==> src/rtl/kec_pkg.sv <==
// package: register map, field layout and types for the keypad event control
package kec_pkg;
    localparam int unsigned NUM_KEYS        = 4;
    localparam int unsigned QUEUE_DEPTH     = 16;
    localparam int unsigned QUEUE_AW        = 4;

    // register offsets (byte addresses, one word each)
    localparam logic [7:0] ADDR_STATUS     = 8'h00;
    localparam logic [7:0] ADDR_RATE       = 8'h04;
    localparam logic [7:0] ADDR_START      = 8'h08;
    localparam logic [7:0] ADDR_LIMIT      = 8'h0C;
    localparam logic [7:0] ADDR_QUEUE      = 8'h10;
    localparam logic [7:0] ADDR_IRQ_STAT   = 8'h14;
    localparam logic [7:0] ADDR_IRQ_MASK   = 8'h18;

    // status/control bit positions
    localparam int unsigned BIT_TOO_MANY    = 7;
    localparam int unsigned BIT_QFULL       = 6;
    localparam int unsigned BIT_KEYEX_EN    = 4;
    localparam int unsigned BIT_QFULL_EN    = 3;
    localparam int unsigned BIT_REPEAT_EN   = 2;
    localparam int unsigned BIT_RELEASE_EN  = 1;
    localparam int unsigned BIT_TOUCH_EN    = 0;
    localparam logic [7:0] CTRL_WMASK      = 8'h1F;

    // interrupt status bit positions
    localparam int unsigned IRQ_CAP_EVENT   = 0;
    localparam int unsigned IRQ_W           = 1;

    // reset values
    localparam logic [7:0] RST_CTRL        = 8'h03;
    localparam logic [7:0] RST_RATE        = 8'h00;
    localparam logic [7:0] RST_START       = 8'h00;
    localparam logic [1:0] RST_LIMIT       = 2'h0;

    // queue entry kinds
    localparam logic [1:0] EV_TOUCH        = 2'h1;
    localparam logic [1:0] EV_RELEASE      = 2'h2;
    localparam logic [1:0] EV_REPEAT       = 2'h3;

    typedef struct packed {
        logic [1:0] kind;
        logic [1:0] key;
    } kec_event_t;

    typedef struct packed {
        logic [7:0] addr;
        logic [7:0] wdata;
        logic       wr;
        logic       rd;
    } kec_bus_req_t;

    typedef enum logic [1:0] {
        KEC_IDLE   = 2'b00,
        KEC_HOLD   = 2'b01,
        KEC_REPEAT = 2'b10
    } kec_rep_state_t;
endpackage : kec_pkg

==> src/rtl/kec_keypad_events.sv <==
// keypad event qualification: store enables, auto-repeat, touch limit, flags, irq
`timescale 1ns/1ps
module kec_keypad_events (
    input  wire logic                       ref_clk_i,
    input  wire logic                       arst_n_i,
    input  wire logic [kec_pkg::NUM_KEYS-1:0] touch_i,
    input  wire logic                       meas_done_i,
    input  wire logic [7:0]                 addr_i,
    input  wire logic [7:0]                 wdata_i,
    input  wire logic                       wr_i,
    input  wire logic                       rd_i,
    output logic [7:0]                      rdata_o,
    output logic [kec_pkg::NUM_KEYS-1:0]    reported_o,
    output logic                            cap_event_o,
    output logic                            irq_o
);
    ////////////////////////////////////////////////////////////////////////////
    // input synchronisers and measurement strobe edge
    logic [kec_pkg::NUM_KEYS-1:0]   touch_s1_reg;
    logic [kec_pkg::NUM_KEYS-1:0]   touch_s2_reg;
    logic [2:0]                     meas_sync_reg;
    logic                           meas_tick;

    always_ff @(posedge ref_clk_i or negedge arst_n_i) begin
        if (!arst_n_i) begin
            touch_s1_reg  <= '0;
            touch_s2_reg  <= '0;
            meas_sync_reg <= 3'h0;
        end else begin
            touch_s1_reg  <= touch_i;
            touch_s2_reg  <= touch_s1_reg;
            meas_sync_reg <= {meas_sync_reg[1:0], meas_done_i};
        end
    end

    // one tick per completed measurement, taken from synchronised stages only
    assign meas_tick = meas_sync_reg[1] && !meas_sync_reg[2];

    ////////////////////////////////////////////////////////////////////////////
    // register file
    kec_pkg::kec_bus_req_t          req;
    logic [7:0]                     ctrl_reg;
    logic [7:0]                     rate_reg;
    logic [7:0]                     start_reg;
    logic [1:0]                     limit_reg;
    logic [kec_pkg::IRQ_W-1:0]      irq_stat_reg;
    logic [kec_pkg::IRQ_W-1:0]      irq_mask_reg;
    logic                           qfull_flag_reg;
    logic                           too_many_reg;

    assign req = '{addr: addr_i, wdata: wdata_i, wr: wr_i, rd: rd_i};

    function automatic logic hit(input kec_pkg::kec_bus_req_t r, input logic [7:0] a);
        hit = (r.addr == a);
    endfunction : hit

    logic [kec_pkg::NUM_KEYS-1:0]   key_now;
    logic [kec_pkg::NUM_KEYS-1:0]   key_prev_reg;
    logic [kec_pkg::NUM_KEYS-1:0]   rise;
    logic [kec_pkg::NUM_KEYS-1:0]   fall;
    logic                           rep_fire;
    logic [1:0]                     rep_key_reg;
    kec_pkg::kec_rep_state_t        rep_state_reg;
    logic [7:0]                     rep_cnt_reg;

    always_ff @(posedge ref_clk_i or negedge arst_n_i) begin
        if (!arst_n_i) begin
            ctrl_reg  <= kec_pkg::RST_CTRL;
            rate_reg  <= kec_pkg::RST_RATE;
            start_reg <= kec_pkg::RST_START;
            limit_reg <= kec_pkg::RST_LIMIT;
        end else begin
            // a host write of the enable with rate zero lasts one cycle
            if (req.wr && hit(req, kec_pkg::ADDR_STATUS)) begin
                ctrl_reg <= req.wdata & kec_pkg::CTRL_WMASK;
            end else if (rate_reg == 8'h00) begin
                ctrl_reg[kec_pkg::BIT_REPEAT_EN] <= 1'b0;
            end
            if (req.wr && hit(req, kec_pkg::ADDR_RATE)) begin
                rate_reg <= req.wdata;
            end
            if (req.wr && hit(req, kec_pkg::ADDR_START)) begin
                start_reg <= req.wdata;
            end
            if (req.wr && hit(req, kec_pkg::ADDR_LIMIT)) begin
                limit_reg <= req.wdata[1:0];
            end
        end
    end

    ////////////////////////////////////////////////////////////////////////////
    // touch limit
    // four keys at most, so three bits never wrap
    function automatic logic [2:0] popcount(input logic [kec_pkg::NUM_KEYS-1:0] v);
        popcount = 3'h0;
        for (int i = 0; i < kec_pkg::NUM_KEYS; i++) begin
            popcount = popcount + {2'h0, v[i]};
        end
    endfunction : popcount

    logic                           over_limit;
    logic [kec_pkg::NUM_KEYS-1:0]   allowed;

    assign over_limit = (limit_reg != 2'h0) && (popcount(touch_s2_reg) > {1'b0, limit_reg});

    // lowest-numbered keys win when the cap bites; predictable over fair
    genvar gk;
    generate
        for (gk = 0; gk < kec_pkg::NUM_KEYS; gk++) begin : g_allow
            if (gk == 0) begin : g_first
                assign allowed[gk] = touch_s2_reg[gk];
            end else begin : g_rest
                assign allowed[gk] = touch_s2_reg[gk] && ((limit_reg == 2'h0) ||
                                     (popcount(touch_s2_reg & ((4'h1 << gk) - 4'h1)) < {1'b0, limit_reg}));
            end
        end
    endgenerate

    assign key_now = allowed;
    assign rise    = key_now & ~key_prev_reg;
    assign fall    = ~key_now & key_prev_reg;

    always_ff @(posedge ref_clk_i or negedge arst_n_i) begin
        if (!arst_n_i) begin
            key_prev_reg <= '0;
            reported_o   <= '0;
            too_many_reg <= 1'b0;
        end else if (meas_tick) begin
            key_prev_reg <= key_now;
            reported_o   <= key_now;
            too_many_reg <= over_limit;
        end
    end

    ////////////////////////////////////////////////////////////////////////////
    // auto-repeat timing, counted in measurements
    function automatic logic [1:0] first_key(input logic [kec_pkg::NUM_KEYS-1:0] v);
        first_key = 2'h0;
        for (int i = kec_pkg::NUM_KEYS - 1; i >= 0; i--) begin
            if (v[i]) begin
                first_key = 2'(i);
            end
        end
    endfunction : first_key

    // only the first newly touched key is tracked; keys touched while it is held never repeat
    assign rep_fire = meas_tick && (rep_state_reg == kec_pkg::KEC_REPEAT) && (rep_cnt_reg == 8'h01)
                      && ctrl_reg[kec_pkg::BIT_REPEAT_EN] && key_now[rep_key_reg];

    always_ff @(posedge ref_clk_i or negedge arst_n_i) begin
        if (!arst_n_i) begin
            rep_state_reg <= kec_pkg::KEC_IDLE;
            rep_cnt_reg   <= 8'h00;
            rep_key_reg   <= 2'h0;
        end else if (meas_tick) begin
            unique case (rep_state_reg)
                kec_pkg::KEC_IDLE: begin
                    if (rise != '0) begin
                        rep_key_reg <= first_key(rise);
                        if (start_reg == 8'h00) begin
                            rep_state_reg <= kec_pkg::KEC_REPEAT;
                            rep_cnt_reg   <= rate_reg;
                        end else begin
                            rep_state_reg <= kec_pkg::KEC_HOLD;
                            rep_cnt_reg   <= start_reg;
                        end
                    end
                end
                kec_pkg::KEC_HOLD: begin
                    if (!key_now[rep_key_reg]) begin
                        rep_state_reg <= kec_pkg::KEC_IDLE;
                    end else if (rep_cnt_reg <= 8'h01) begin
                        rep_state_reg <= kec_pkg::KEC_REPEAT;
                        rep_cnt_reg   <= rate_reg;
                    end else begin
                        rep_cnt_reg <= rep_cnt_reg - 8'h01;
                    end
                end
                kec_pkg::KEC_REPEAT: begin
                    if (!key_now[rep_key_reg]) begin
                        rep_state_reg <= kec_pkg::KEC_IDLE;
                    end else if (rep_cnt_reg <= 8'h01) begin
                        rep_cnt_reg <= rate_reg;
                    end else begin
                        rep_cnt_reg <= rep_cnt_reg - 8'h01;
                    end
                end
                // unused code, fall back to idle
                default: begin
                    rep_state_reg <= kec_pkg::KEC_IDLE;
                end
            endcase
        end
    end

    ////////////////////////////////////////////////////////////////////////////
    // event selection into the queue, one per measurement
    kec_pkg::kec_event_t            push_data;
    logic                           push;
    logic                           pop;
    kec_pkg::kec_event_t            head;
    logic                           q_empty;
    logic                           q_full;

    // one event per tick: a release in the same tick as a stored touch is lost
    always_comb begin
        push      = 1'b0;
        push_data = '{kind: kec_pkg::EV_TOUCH, key: 2'h0};
        if (meas_tick && (rise != '0) && ctrl_reg[kec_pkg::BIT_TOUCH_EN]) begin
            push      = 1'b1;
            push_data = '{kind: kec_pkg::EV_TOUCH, key: first_key(rise)};
        end else if (meas_tick && (fall != '0) && ctrl_reg[kec_pkg::BIT_RELEASE_EN]) begin
            push      = 1'b1;
            push_data = '{kind: kec_pkg::EV_RELEASE, key: first_key(fall)};
        end else if (rep_fire) begin
            push      = 1'b1;
            push_data = '{kind: kec_pkg::EV_REPEAT, key: rep_key_reg};
        end
    end

    // popping an empty queue is ignored and reads zero
    assign pop = req.rd && hit(req, kec_pkg::ADDR_QUEUE);

    kec_event_queue u_queue (
        .ref_clk_i   (ref_clk_i),
        .arst_n_i    (arst_n_i),
        .push_i      (push),
        .push_data_i (push_data),
        .pop_i       (pop),
        .head_o      (head),
        .empty_o     (q_empty),
        .full_o      (q_full)
    );

    ////////////////////////////////////////////////////////////////////////////
    // flags and capacitive event
    logic q_full_d_reg;
    logic too_many_d_reg;
    logic cap_set;

    always_ff @(posedge ref_clk_i or negedge arst_n_i) begin
        if (!arst_n_i) begin
            q_full_d_reg   <= 1'b0;
            too_many_d_reg <= 1'b0;
            qfull_flag_reg <= 1'b0;
        end else begin
            q_full_d_reg   <= q_full;
            too_many_d_reg <= too_many_reg;
            // edge set: a status read while still full leaves the flag clear
            // set wins over read clear
            if (q_full && !q_full_d_reg) begin
                qfull_flag_reg <= 1'b1;
            end else if (req.rd && hit(req, kec_pkg::ADDR_STATUS)) begin
                qfull_flag_reg <= 1'b0;
            end
        end
    end

    // edge detected, so a flag held high gives a single pulse
    // gated rising flags
    assign cap_set = (ctrl_reg[kec_pkg::BIT_KEYEX_EN] && too_many_reg && !too_many_d_reg) ||
                     (ctrl_reg[kec_pkg::BIT_QFULL_EN] && q_full && !q_full_d_reg);

    always_ff @(posedge ref_clk_i or negedge arst_n_i) begin
        if (!arst_n_i) begin
            irq_stat_reg <= '0;
            irq_mask_reg <= '0;
            cap_event_o  <= 1'b0;
            irq_o        <= 1'b0;
        end else begin
            cap_event_o <= cap_set;
            if (req.wr && hit(req, kec_pkg::ADDR_IRQ_MASK)) begin
                irq_mask_reg <= req.wdata[kec_pkg::IRQ_W-1:0];
            end
            if (cap_set) begin
                irq_stat_reg[kec_pkg::IRQ_CAP_EVENT] <= 1'b1;
            end else if (req.wr && hit(req, kec_pkg::ADDR_IRQ_STAT)) begin
                irq_stat_reg <= irq_stat_reg & ~req.wdata[kec_pkg::IRQ_W-1:0];
            end
            // registered, so the line lags the status bit by one cycle
            irq_o <= |(irq_stat_reg & irq_mask_reg);
        end
    end

    ////////////////////////////////////////////////////////////////////////////
    // read data, valid the cycle after the strobe
    logic [7:0] rdata_next;

    always_comb begin
        rdata_next = 8'h00;
        if (req.rd) begin
            unique case (req.addr)
                kec_pkg::ADDR_STATUS: begin
                    rdata_next = ctrl_reg;
                    rdata_next[kec_pkg::BIT_TOO_MANY] = too_many_reg;
                    rdata_next[kec_pkg::BIT_QFULL]    = qfull_flag_reg;
                end
                kec_pkg::ADDR_RATE:     rdata_next = rate_reg;
                kec_pkg::ADDR_START:    rdata_next = start_reg;
                kec_pkg::ADDR_LIMIT:    rdata_next = {6'h00, limit_reg};
                // empty queue reads zero; kind zero is never a real event
                kec_pkg::ADDR_QUEUE:    rdata_next = q_empty ? 8'h00 : {4'h0, head};
                kec_pkg::ADDR_IRQ_STAT: rdata_next = {7'h00, irq_stat_reg};
                kec_pkg::ADDR_IRQ_MASK: rdata_next = {7'h00, irq_mask_reg};
                default:                rdata_next = 8'h00;
            endcase
        end
    end

    always_ff @(posedge ref_clk_i or negedge arst_n_i) begin
        if (!arst_n_i) begin
            rdata_o <= 8'h00;
        end else begin
            rdata_o <= rdata_next;
        end
    end
endmodule : kec_keypad_events

==> src/rtl/kec_event_queue.sv <==
// 16-entry event queue that refuses writes when full
`timescale 1ns/1ps
module kec_event_queue (
    input  wire logic               ref_clk_i,
    input  wire logic               arst_n_i,
    input  wire logic               push_i,
    input  kec_pkg::kec_event_t     push_data_i,
    input  wire logic               pop_i,
    output kec_pkg::kec_event_t     head_o,
    output logic                    empty_o,
    output logic                    full_o
);
    kec_pkg::kec_event_t                store [kec_pkg::QUEUE_DEPTH];
    logic [kec_pkg::QUEUE_AW-1:0]       wr_ptr_reg;
    logic [kec_pkg::QUEUE_AW-1:0]       rd_ptr_reg;
    logic [kec_pkg::QUEUE_AW:0]         count_reg;
    logic                               do_push;
    logic                               do_pop;

    assign full_o  = (count_reg == 5'(kec_pkg::QUEUE_DEPTH));
    assign empty_o = (count_reg == 5'h00);
    assign do_push = push_i && !full_o;
    assign do_pop  = pop_i && !empty_o;
    assign head_o  = store[rd_ptr_reg];

    always_ff @(posedge ref_clk_i) begin
        if (do_push) begin
            store[wr_ptr_reg] <= push_data_i;
        end
    end

    always_ff @(posedge ref_clk_i or negedge arst_n_i) begin
        if (!arst_n_i) begin
            wr_ptr_reg <= 4'h0;
            rd_ptr_reg <= 4'h0;
            count_reg  <= 5'h00;
        end else begin
            if (do_push) begin
                wr_ptr_reg <= wr_ptr_reg + 4'h1;
            end
            if (do_pop) begin
                rd_ptr_reg <= rd_ptr_reg + 4'h1;
            end
            if (do_push && !do_pop) begin
                count_reg <= count_reg + 5'h01;
            end else if (do_pop && !do_push) begin
                count_reg <= count_reg - 5'h01;
            end
        end
    end
endmodule : kec_event_queue

==> config.mk <==
export PLATFORM = sky130hd
export DESIGN_NAME = kec_keypad_events
export DESIGN_NICKNAME = d
export VERILOG_FILES = /design/src/rtl/kec_pkg.sv /design/src/rtl/kec_keypad_events.sv /design/src/rtl/kec_event_queue.sv
export SDC_FILE = /design/constraint.sdc
export NUM_CORES = 1
export LEC_CHECK = 0
export BUFFER_PORTS_ARGS = -buffer_cell sky130_fd_sc_hd__buf_2
export CAP_MARGIN = 0
export CELL_PAD_IN_SITES_DETAIL_PLACEMENT = 0
export CELL_PAD_IN_SITES_GLOBAL_PLACEMENT = 1
export CORE_UTILIZATION = 50
export DETAILED_ROUTE_END_ITERATION = 12
export PLACE_DENSITY_LB_ADDON = 0.1
export SLEW_MARGIN = 20
export SYNTH_ARGS = -nofsm -noshare
export SYNTH_HDL_FRONTEND = slang
export SYNTH_SLANG_ARGS = --single-unit
export TNS_END_PERCENT = 50
==> constraint.sdc <==
create_clock -name ref_clk_i -period 4.45 [get_ports ref_clk_i]
set_input_delay 0.89 -clock ref_clk_i [delete_from_list [all_inputs] [get_ports ref_clk_i]]
set_output_delay 0.89 -clock ref_clk_i [all_outputs]
set_load 0.05 [all_outputs]
-- After elaboration in Yosys (flattened, before gate mapping)
Memory sizes are Yosys's and may differ from the RTL's.
Cells that the tools add are included.
- word-level logic and storage cells: 159
- bits in registers: 79
- output and inout port bits: 14
- bits of input ports: 25
- RAM bits: 64
- memories kept: 1
- memories (memory ; depth ; bits a word ; read ports ; clocked after Yosys merged registers in ; wr ports ; line ; text):
    u_queue.store ; 16 ; 4 ; 1 ; 0 ; 1 ; kec_event_queue.sv:13 ; kec_pkg::kec_event_t store [kec_pkg::QUEUE_DEPTH];
- equal/unequal tests: 14
- reduce and logical (&&, ||, !) cells: 59
- $lt $le $gt $ge: 6
- multiplexer cells: 40
- add/subtract/negate cells: 8
- bitwise gates (word level): 7
- operator list (cell ; count):
    $pmux W8 S7 ; 1
    $mux W8 ; 5
    $logic_and A1 B1 Y1 ; 30
    $mux W2 ; 13
    $eq A8 B5 Y1 const B ; 3
    $logic_not A8 Y1 ; 3
    $eq A8 B4 Y1 const B ; 2
    $mux W4 ; 4
    $pmux W8 S2 ; 1
    $mux W1 ; 12
    $reduce_bool A2 Y1 ; 6
    $mux W5 ; 2
    $add A4 B1 Y4 const B ; 2
    $and A4 B4 Y4 ; 2
    $eq A8 B1 Y1 const B ; 1
    $eq A8 B3 Y1 const B ; 1
    $le A8 B1 Y1 const B ; 1
    $not A4 Y4 ; 2
    $reduce_and A4 Y1 ; 2
    $reduce_bool A4 Y1 ; 2
    $sub A8 B1 Y8 const B ; 1
    $logic_not A1 Y1 ; 7
    $lt A3 B2 Y1 ; 2
    $pmux W2 S3 ; 1
    other kinds (22) ; 28

-- Logic depth before layout (Yosys ltp)
Gate-level depths: netlist (run 1).
- depth after elaboration: 17
- depth in mapped cells: 18
- mapped depth without buffers: 17

-- By module
A second synthesis (run 1) with hierarchy kept.
- cell total of the unflattened synthesis: 541
- area total of the unflattened synthesis: 6906.6 um2
- modules (own cells, without submodules) (module ; sequential area each (um2) ; times used ; cells an instance ; area each (um2)):
    kec_keypad_events ; 1654.1 ; 1 ; 335 ; 3603.5
    kec_event_queue ; 2247.2 ; 1 ; 206 ; 3303.2

-- Worst setup path before layout (run 1)
Ideal clock, no wire load.
- kind: register -> register
- start: register touch_s2_reg[0] (netlist name)
- end: register u_queue.count_reg[4] (netlist name)
- data arrival time: 3.975 ns
- cell stages (with the launch flop): 19
- path slack: 0.350 ns
- buffers on the path: 1
- clock period less this slack: 4.100 ns
- required time: 4.325 ns
- setup time: 0.125 ns
- path through: dfrtp_1 > ha_1 > ha_1 > inv_1 > fa_1 > a211oi_4 > o21ai_2 > mux4_2 > nand2_2 > a21oi_4 > buf_6 > ha_1 > inv_1 > ha_1 > a21o_1 > a21oi_1 > xnor2_1 > nor2_1 > xor2_1
- cells in the longest elaborated chain, start to end: 16
- elaborated cells on any way between the ends: 32
- those cells by class: add/sub: 2; order compare: 3; mux: 6; bitwise: 3; reduce/logical: 18
- ends and longest elaborated chain (element ; line ; text):
    start: declaration ; kec_keypad_events.sv:20 ; logic [kec_pkg::NUM_KEYS-1:0] touch_s2_reg;
    start signal: assignment ; kec_keypad_events.sv:31 ; touch_s2_reg <= touch_s1_reg;
    parallel branches: the longest is 11 deep, another holds $add A2 B1 Y3 ; - ;
    $mux W1 * ; kec_keypad_events.sv:209 ; if (meas_tick && (rise != '0) && ctrl_reg[kec_pkg::BIT_TOUCH_EN]) begin
    $logic_and A1 B1 Y1 * ; kec_event_queue.sv:22 ; assign do_push = push_i && !full_o;
    net u_queue.do_push ; kec_event_queue.sv:17 ; logic do_push;
    $logic_not A1 Y1 ; kec_event_queue.sv:46 ; end else if (do_pop && !do_push) begin
    $logic_and A1 B1 Y1 ; kec_event_queue.sv:46 ;
    $reduce_bool A2 Y1 (no line) ; - ;
    end signal: assignment ; kec_event_queue.sv:45 ; count_reg <= count_reg + 5'h01;
    end signal: assignment ; kec_event_queue.sv:47 ; count_reg <= count_reg - 5'h01;
    end: declaration ; kec_event_queue.sv:16 ; logic [kec_pkg::QUEUE_AW:0] count_reg;
Mark *: on every way through the listed nets, which the timed path passes. The select of a mux whose other input is x is not followed.
A chain may end at the register's enable or synchronous reset.

-- Worst setup path after layout (run 1)
- start: register touch_s2_reg[0] (netlist name)
- end: register u_queue.count_reg[4] (netlist name)
- cells in the longest elaborated chain, start to end: 16
- elaborated cells on any way between the ends: 32
- those cells by class: add/sub: 2; order compare: 3; mux: 6; bitwise: 3; reduce/logical: 18
- ends and longest elaborated chain (element ; line):
    parallel branches: the longest is 11 deep, another holds $add A2 B1 Y3 ; -
    $mux W1 * ; kec_keypad_events.sv:209
    $logic_and A1 B1 Y1 * ; kec_event_queue.sv:22
    $logic_not A1 Y1 ; kec_event_queue.sv:46
    $logic_and A1 B1 Y1 ; kec_event_queue.sv:46
    $reduce_bool A2 Y1 (no line) ; -
Every way passes the cells marked *. The select of a mux whose other input is x is not followed.

==> results.md, run 1 <==
- The flop and latch count out of synthesis is 143.
- Clock latency on the worst-skew pair, taken at its later pin, is between 400 and 500 ps.
- Data on the critical path arrives at its endpoint at 4490 ps.
- The cell with the most instances after synthesis is sky130_fd_sc_hd__dfrtp_1.
- The worst max-slew margin expressed relative to the limit is 44.70%.
- The final weighted congestion of routability-driven global placement is 0.8434.
- The finished layout holds 768 standard cells, fillers aside.
- Once layout is complete, the utilization of the core stands at between 50% and 60%.
- The commonest cells after synthesis are 77 x sky130_fd_sc_hd__dfrtp_1, 65 x sky130_fd_sc_hd__nand2_1, 64 x sky130_fd_sc_hd__edfxtp_1.
- The detailed router finished its first iteration with 431 violations.
- The synthesized area per cell is 12.91 um^2.
- The synthesized design contains 64 enable-type register cells.
- TritonCTS built the clock tree.
- Synthesis instantiated 67 different standard cells from the library.
- The first-pass iteration count of the detailed router is 5.
- Of all nets on the critical path, the largest fanout is 5.
- The global-route usage over all layers is 22.96%.
- The number of pins exceeding their max-slew limit in the final report is 0.
- The synthesized netlist occupies a cell area of 0.006879 mm^2.
- The kind of start point of the critical path is a register.
- The data required time at the worst endpoint is 4760 ps.
- Buffers inserted to repair hold after CTS numbered 0.
- The area share of the largest cell type after synthesis is between 20% and 30%.
- The number of DRC violations after detailed routing is 0.
- The class of the worst hold path is register to register.
- The final-report setup violation count is 0.
- The post-detailed-route via-to-cell ratio is 5.740.
- Setup repair after global routing left no endpoint under its margin.
- The register with the most flip-flops in the layout has between 60 and 70 of them.
- The detailed-route wire length per cell is about 19 um.
- The fraction of final layout cells with drive strength greater than 1 is 22.30%.
- The endpoint class of the critical path is a register.
- The number of antenna diodes in the final layout is 0.
- The cell count after placement is between 700 and 800.
- The antenna violation net count after detailed routing is 0.
- The cell row count is between 40 and 50.
- The library cell used as clock root buffer is sky130_fd_sc_hd__clkbuf_16.
- In this run the power density over the cells is between 400 and 500 mW/mm^2.
- After synthesis, the cell types taking the most area are sky130_fd_sc_hd__dfrtp_1 28%, sky130_fd_sc_hd__edfxtp_1 28%, sky130_fd_sc_hd__mux4_2 6.5%, sky130_fd_sc_hd__ha_1 3.8%, sky130_fd_sc_hd__nand2_1 3.5%.
- Ranked by flip-flop count, first place goes to u_queue.store.
- The floorplan step defined a die boundary enclosing 0.01423 mm^2.
- In this run the standard cell core region covers 0.01335 mm^2.
- The cell area after placement is between 0.007 and 0.008 mm^2.
- The number of global-route vias before repair came to approximately 4400.
- The share of the Yosys chip area taken by registers is a little under three fifths.
- Among all flip-flop cells after synthesis, the most frequent one is sky130_fd_sc_hd__dfrtp_1.
- The wire length of the first global-routing pass is 24320 um.
- The number of clock buffers added by TritonCTS is 17.
- The proportion of synthesized flip-flops having asynchronous set or reset is 55.24%.
- Measured along the y axis, the die boundary spans 119.3 um.
- The number of warnings issued by yosys is 0.
- The H-tree generated during clock tree synthesis spans 4 levels.
- The worst-case IR drop observed on VDD is 0.0002856 V.
- Once detailed placement completed, the half-perimeter wirelength came to a little over 10000 um.
- Max-cap violations in this run came to 0.
- From synthesis to final layout, the design area changed by 13.35%.
- The number of nets produced by synthesis is 583.
- No sink is reached through more buffers than the 2 on the longest clock path.
- The post-synthesis instance total is between 500 and 600.
- Adding up every negative setup slack in the final design gives 0 ps.
- For this configuration, the core starts out at a cell density of approximately 50%.
- The number of vias after detailed routing is about 4400.
- Summing all multi-input logic gate instances after layout gives 0.002799 mm^2.
- The shortest period the worst path allows is 4183 ps.
- The floorplan step set the die width to 119.3 um.
- The initial antenna violation count is 0.
- Registers take 0.003902 mm^2.
- The clock net in this run drives a total of 143 sinks.
- The biggest area contributor in the post-synthesis netlist is sky130_fd_sc_hd__dfrtp_1.
- On the final layout, the worst clock skew is 8.455 ps.
- The leakage power summed over all cells is 3.233 nW.
- The kind of critical path is register to register.
- The clock slew seen by the registers of the worst setup and hold paths is about 60 ps.
- The post-route clock period utilization is 94.01%.
- The number of endpoints with negative hold slack in the final report is 0.
- The maximum number of pins on one net before global-route repair is 80.
- The routed design has 14660 um of wire.
- The summed area of non-filler cells in the final layout is a little under 0.008 mm^2.
- The actual transition at the worst max-transition pin is 829.6 ps.
- Input and output buffers added on the ports amount to 38.
- The count of nets after finishing is 630.
- The flow ran to the end, and the final reports show no timing, DRC or antenna violations.
- The layout filler cell count is around 1100.
- The final hold slack is ~350 ps.
- The number of I/O pins is 39.
- Derived from the worst setup path, the maximum achievable clock frequency is 239.0 MHz.
- The remaining global-route overflow is 0.
## area by class of cell
class / instances / area share [%]
clock buffers: 18 / 5.504
well taps: 176 / 2.824
inverters: 26 / 1.252
flip-flops and latches: 143 / 50.05
repair buffers: 45 / 3.193
clock inverters: 13 / 1.284
multi-input cells: 347 / 35.90
## per-layer routing
layer / track usage, % / vias up / part of all wire, %
met3: 6.322 / 18 / 4.3
li1: - / 2067 / -
met5: 0 / - / 0
met4: 6.406 / 0 / 1.3
met1: 32.98 / 2215 / 48
met2: 34.27 / 108 / 47
## path summary, 6_finish.rpt
kind	from	to	slack, ps	cells past startpoint
min in group asynchronous	arst_n_i	rate_reg[6]	490	1
worst max-delay path	touch_s2_reg[0]	u_queue.count_reg[4]	270	17
worst min-delay path	touch_s1_reg[0]	touch_s2_reg[0]	350	0
max in group asynchronous	arst_n_i	u_queue.rd_ptr_reg[0]	3450	1
worst max register to register	touch_s2_reg[0]	u_queue.count_reg[4]	270	17
worst min register to register	touch_s1_reg[0]	touch_s2_reg[0]	350	0
## critical path, stage by stage (launching register included)
cell and delay (ps):
sky130_fd_sc_hd__dfrtp_1 440, sky130_fd_sc_hd__ha_1 340, sky130_fd_sc_hd__ha_1 210, sky130_fd_sc_hd__inv_1 120
sky130_fd_sc_hd__fa_1 470, sky130_fd_sc_hd__a211oi_4 280, sky130_fd_sc_hd__o21ai_2 120, sky130_fd_sc_hd__mux4_2 530
sky130_fd_sc_hd__nand2_4 130, sky130_fd_sc_hd__a21oi_4 80, sky130_fd_sc_hd__ha_1 240, sky130_fd_sc_hd__inv_1 120
sky130_fd_sc_hd__ha_1 280, sky130_fd_sc_hd__a21o_1 190, sky130_fd_sc_hd__a21oi_1 170, sky130_fd_sc_hd__xnor2_1 140
sky130_fd_sc_hd__nor2_1 60, sky130_fd_sc_hd__xor2_1 140
## kinds of logic (layout without fill, tap and decap cells)
group,count (synthesis),count (layout),share of synthesized area (%)
buffers and inverters,43,102,2.674
AOI/OAI and AO/OA,104,104,10.95
adders and majority gates,25,25,4.984
muxes,48,48,11.02
xor gates and xnor gates,15,15,1.910
and+or+nand+nor,155,155,11.75
DFF,143,143,56.71
## through the flow
stage / total power, mW / setup slack (ps)
2_1_floorplan: 2.231 / 349.8
3_3_place_gp: 2.425 / 275.6
3_5_place_dp: 2.450 / 176.5
4_1_cts: 3.736 / 153.1
5_1_grt: 3.930 / 42.43
6_report: 3.724 / 266.8
## power breakdown
group	switching, mW	internal, mW	total [mW]
Clock	0.528	0.752	1.28
Sequential	0.129	1.48	1.61
Combinational	0.493	0.343	0.837
Total	1.15	2.57	3.72
## cell usage in the layout (no fill, tap or decap), drive strengths merged, types with 18 or more instances in the layout
cell / n
dfrtp: 77
mux4: 20
clkbuf: 18
nand2: 66
buf: 45
nor2: 22
ha: 21
o21ai: 29
edfxtp: 64
inv: 25
mux2: 22
## repair_timing
item                       CTS  global route
resized for setup            0             1
setup endpoints to repair    0             1
buffers inserted             0             1
Power figures use the tool's default switching activity.
==> run 2: changes to the inputs <==
--- a/config.mk
+++ b/config.mk
@@ -7,7 +7,7 @@
 export LEC_CHECK = 0
 export BUFFER_PORTS_ARGS = -buffer_cell sky130_fd_sc_hd__buf_2
 export CAP_MARGIN = 0
-export CELL_PAD_IN_SITES_DETAIL_PLACEMENT = 0
+export CELL_PAD_IN_SITES_DETAIL_PLACEMENT = 1
 export CELL_PAD_IN_SITES_GLOBAL_PLACEMENT = 1
 export CORE_UTILIZATION = 50
 export DETAILED_ROUTE_END_ITERATION = 12
==> constraint.sdc (replaced) <==
create_clock -name ref_clk_i -period 4.45 [get_ports ref_clk_i]
set_input_delay 0.89 -clock ref_clk_i [delete_from_list [all_inputs] [get_ports ref_clk_i]]
set_output_delay 0.89 -clock ref_clk_i [all_outputs]
set_load 0.01 [all_outputs]
==> results.md, run 2 (synthesis gave the netlist of run 1 again) <==
- The run finished with clean final reports.
- The count of max-cap constraint violations came to 0 (unchanged).
- The starting utilization of the core area came to 51.54% (unchanged).
- The worst slack at placement came to 158.0 ps (-18.48 ps).
- TritonCTS built the clock tree.
- The maximum number of pins on one net before global-route repair is 80 (unchanged).
- The maximum fanout encountered on the critical timing path is 6 (+1).
- The first-pass iteration count of the detailed router is 5 (unchanged).
- The number of DRC violations after detailed routing is 0 (unchanged).
- The library cell used as clock root buffer is sky130_fd_sc_hd__clkbuf_16.
- The count of nets after finishing came to 630 (unchanged).
- The global-route usage over all layers was 25.49% (+2.5 points).
- The final antenna diode count was 0 (unchanged).
- The data required time at the worst endpoint was 4750 ps (about the same).
- The power density relative to cell area is 499.5 mW/mm^2 (+4.6%).
- The worst max-slew margin expressed relative to the limit is 45.22% (+0.52 points).
- For this design, the slowest cell found on the critical path is sky130_fd_sc_hd__mux4_2.
- The flip-flop count of the largest register after layout was 64 (unchanged).
- The clock skew is 13.75 ps (+5.296 ps).
- The startpoint identified for the worst register-to-register timing path is touch_s2_reg[1].
- The maximum clock path buffer count came to 2 (unchanged).
- The final weighted congestion of routability-driven global placement was 0.8434 (unchanged).
- The number of pins exceeding their max-slew limit in the final report is 0 (unchanged).
- The clock sink count is 143 (unchanged).
- The initial detailed-routing violation count is 237 (-45%).
- The cell row count came to 42 (unchanged).
- The core outline area is 0.01335 mm^2 (unchanged).
- The startpoint of the most critical setup path is touch_s2_reg[1].
- The post-route clock period utilization is 94.56% (+0.55 points).
- The total negative setup slack was 0 ps (unchanged).
- The final hold slack is 347.8 ps (+1.041 ps).
- The class of the worst hold path is register to register.
- The overall die height was 119.3 um (unchanged).
- The number of global-route vias before repair came to 4849 (+10%).
- The remaining global-route overflow is 0 (unchanged).
- The clock latency at the later pin of the worst-skew pair is 420 ps (about the same).
- The highest clock frequency the design can meet is 237.7 MHz (-0.58%).
- The count of H-tree levels built during CTS is 4 (unchanged).
- The library cell used most frequently in the layout, excluding fill and tap cells, is sky130_fd_sc_hd__dfrtp_1.
- The top cell types in the final layout, fill and taps aside, are 75 x sky130_fd_sc_hd__dfrtp_1, 65 x sky130_fd_sc_hd__nand2_1, 64 x sky130_fd_sc_hd__edfxtp_1.
- The clock slew seen by the registers of the worst setup and hold paths is 60 ps (about the same).
- The total routed wirelength is 16750 um (+14%).
- The cell that appears most often on the critical path is sky130_fd_sc_hd__ha_1.
- The post-detailed-route via-to-cell ratio was 5.923 (+3.2%).
- The number of vias after detailed routing is 4555 (+3.3%).
- The antenna violation net count after detailed routing is 0 (unchanged).
- The count of input and output buffers is 38 (unchanged).
- The wire length of the first global-routing pass was 27010 um (+11%).
- The actual transition at the worst max-transition pin was 814.2 ps (-15.36 ps).
- The register with the most flip-flops in the final layout is u_queue.store.
- Walking the worst path, the cells encountered are ha_4 > ha_1 > inv_1 > fa_1 > a211oi_4 > o21ai_2 > mux4_2 > nand2_2 > a21oi_4 > ha_1 > inv_1 > ha_1 > a21o_1 > a21oi_1 > xnor2_1 > nor2_1 > xor2_1.
- The number of buffers created by CTS is 17 (unchanged).
- The detailed-route wire length per cell is 21.78 um (+14%).
- Setup repair after global routing left no endpoint under its margin.
- The initial antenna violation count is 0 (unchanged).
- The cell count after placement came to 736 (unchanged).
- The worst vdd rail ir drop came to 0.0002897 V (+1.5%).
- The shortest period the worst path allows is 4208 ps (+24.55 ps).
- The kind of start point of the critical path is a register.
- The post-DP HPWL is 11490 um (+11%).
- The worst setup margin is 242.2 ps (-24.55 ps).
- The final-report setup violation count is 0 (unchanged).
- The leakage power summed over all cells is 3.264 nW (+0.97%).
- The width of the die is 119.3 um (unchanged).
- The area growth from synthesis to layout is 14.73%.
- The critical path is of the register to register type.
- The biggest cell delay along the critical path is 510 ps (-20 ps).
- The number of endpoints with negative hold slack in the final report is 0 (unchanged).
- The power consumption is 3.943 mW (+5.9%).
- The endpoint class of the critical path is a register.
- The count of non-filler cells in the finished layout is 769 (+0.13%).
- The number of I/O pins is 39 (unchanged).
- The fraction of final layout cells with drive strength greater than 1 came to 22.77% (+0.47 points).
- The startpoint identified for the worst hold timing path is touch_s1_reg[0].
- The area enclosed by the die boundary is 0.01423 mm^2 (unchanged).
- The arrival time of the worst setup path is 4510 ps (+20 ps).
## run 2: cell count changes in the layout (fill, tap and decap cells not counted), sizes merged
cell | before | now
bufinv | 1 | 4
clkbuf | 18 | 21
clkinvlp | 2 | 1
clkinv | 11 | 7
## run 2: final timing paths
path	end	slack, ps	depth (start not counted)
max	u_queue.count_reg[4]	240	17
min in group asynchronous	rdata_o[5]	510	1
max reg2reg	u_queue.count_reg[4]	240	17
min	touch_s2_reg[0]	350	0
max in group asynchronous	touch_s2_reg[0]	3400	1
min reg2reg	touch_s2_reg[0]	350	0
## run 2: timing repair
item	in CTS	in global routing
setup endpoints to repair	0	1
gates resized for setup	0	2
buffers inserted	0	1
hold buffers	0	0
## run 2: per-stage QoR
stage	cell area, um^2	util (%)
4_1_cts	7866	58.93
3_3_place_gp	7251	54.32
2_1_floorplan	6879	-
5_1_grt	7893	59.13
6_report	7893	59.13
3_5_place_dp	7251	54.32
## run 2: area by class of cell
type / instances / area [um^2]
clock buffer: 21 / 450.4
fill: 1337 / 5455
sequential: 143 / 3904
timing repair buffer: 45 / 249.0
tap: 176 / 220.2
multi-input combinational: 347 / 2806
inverter: 26 / 97.59
clock inverter: 11 / 165.2
## run 2: critical path: cells and delay by family, from the launching register on
kind,cells,cell delay [ps]
muxes,1,510
and+or+nand+nor,2,240
adders and majority gates,5,1470
buffers and inverters,2,260
DFF,1,460
xor gates and xnor gates,2,280
AOI/OAI and AO/OA,5,850
## run 2: report_power, final
group	internal [mW]	total, mW	leakage [nW]	switching [mW]
Clock	0.949	1.49	0.294	0.541
Sequential	1.48	1.61	1.63	0.133
Combinational	0.346	0.842	1.34	0.497
## run 2: routing by layer
layer | GRT usage (%) | wire, um | up-vias
met2 | 41.28 | 8201 | 101
met4 | 5.938 | 85 | 0
met1 | 35.02 | 7827 | 2377
li1 | - | - | 2071
met3 | 5.843 | 631 | 6
met5 | 0 | 0 | -
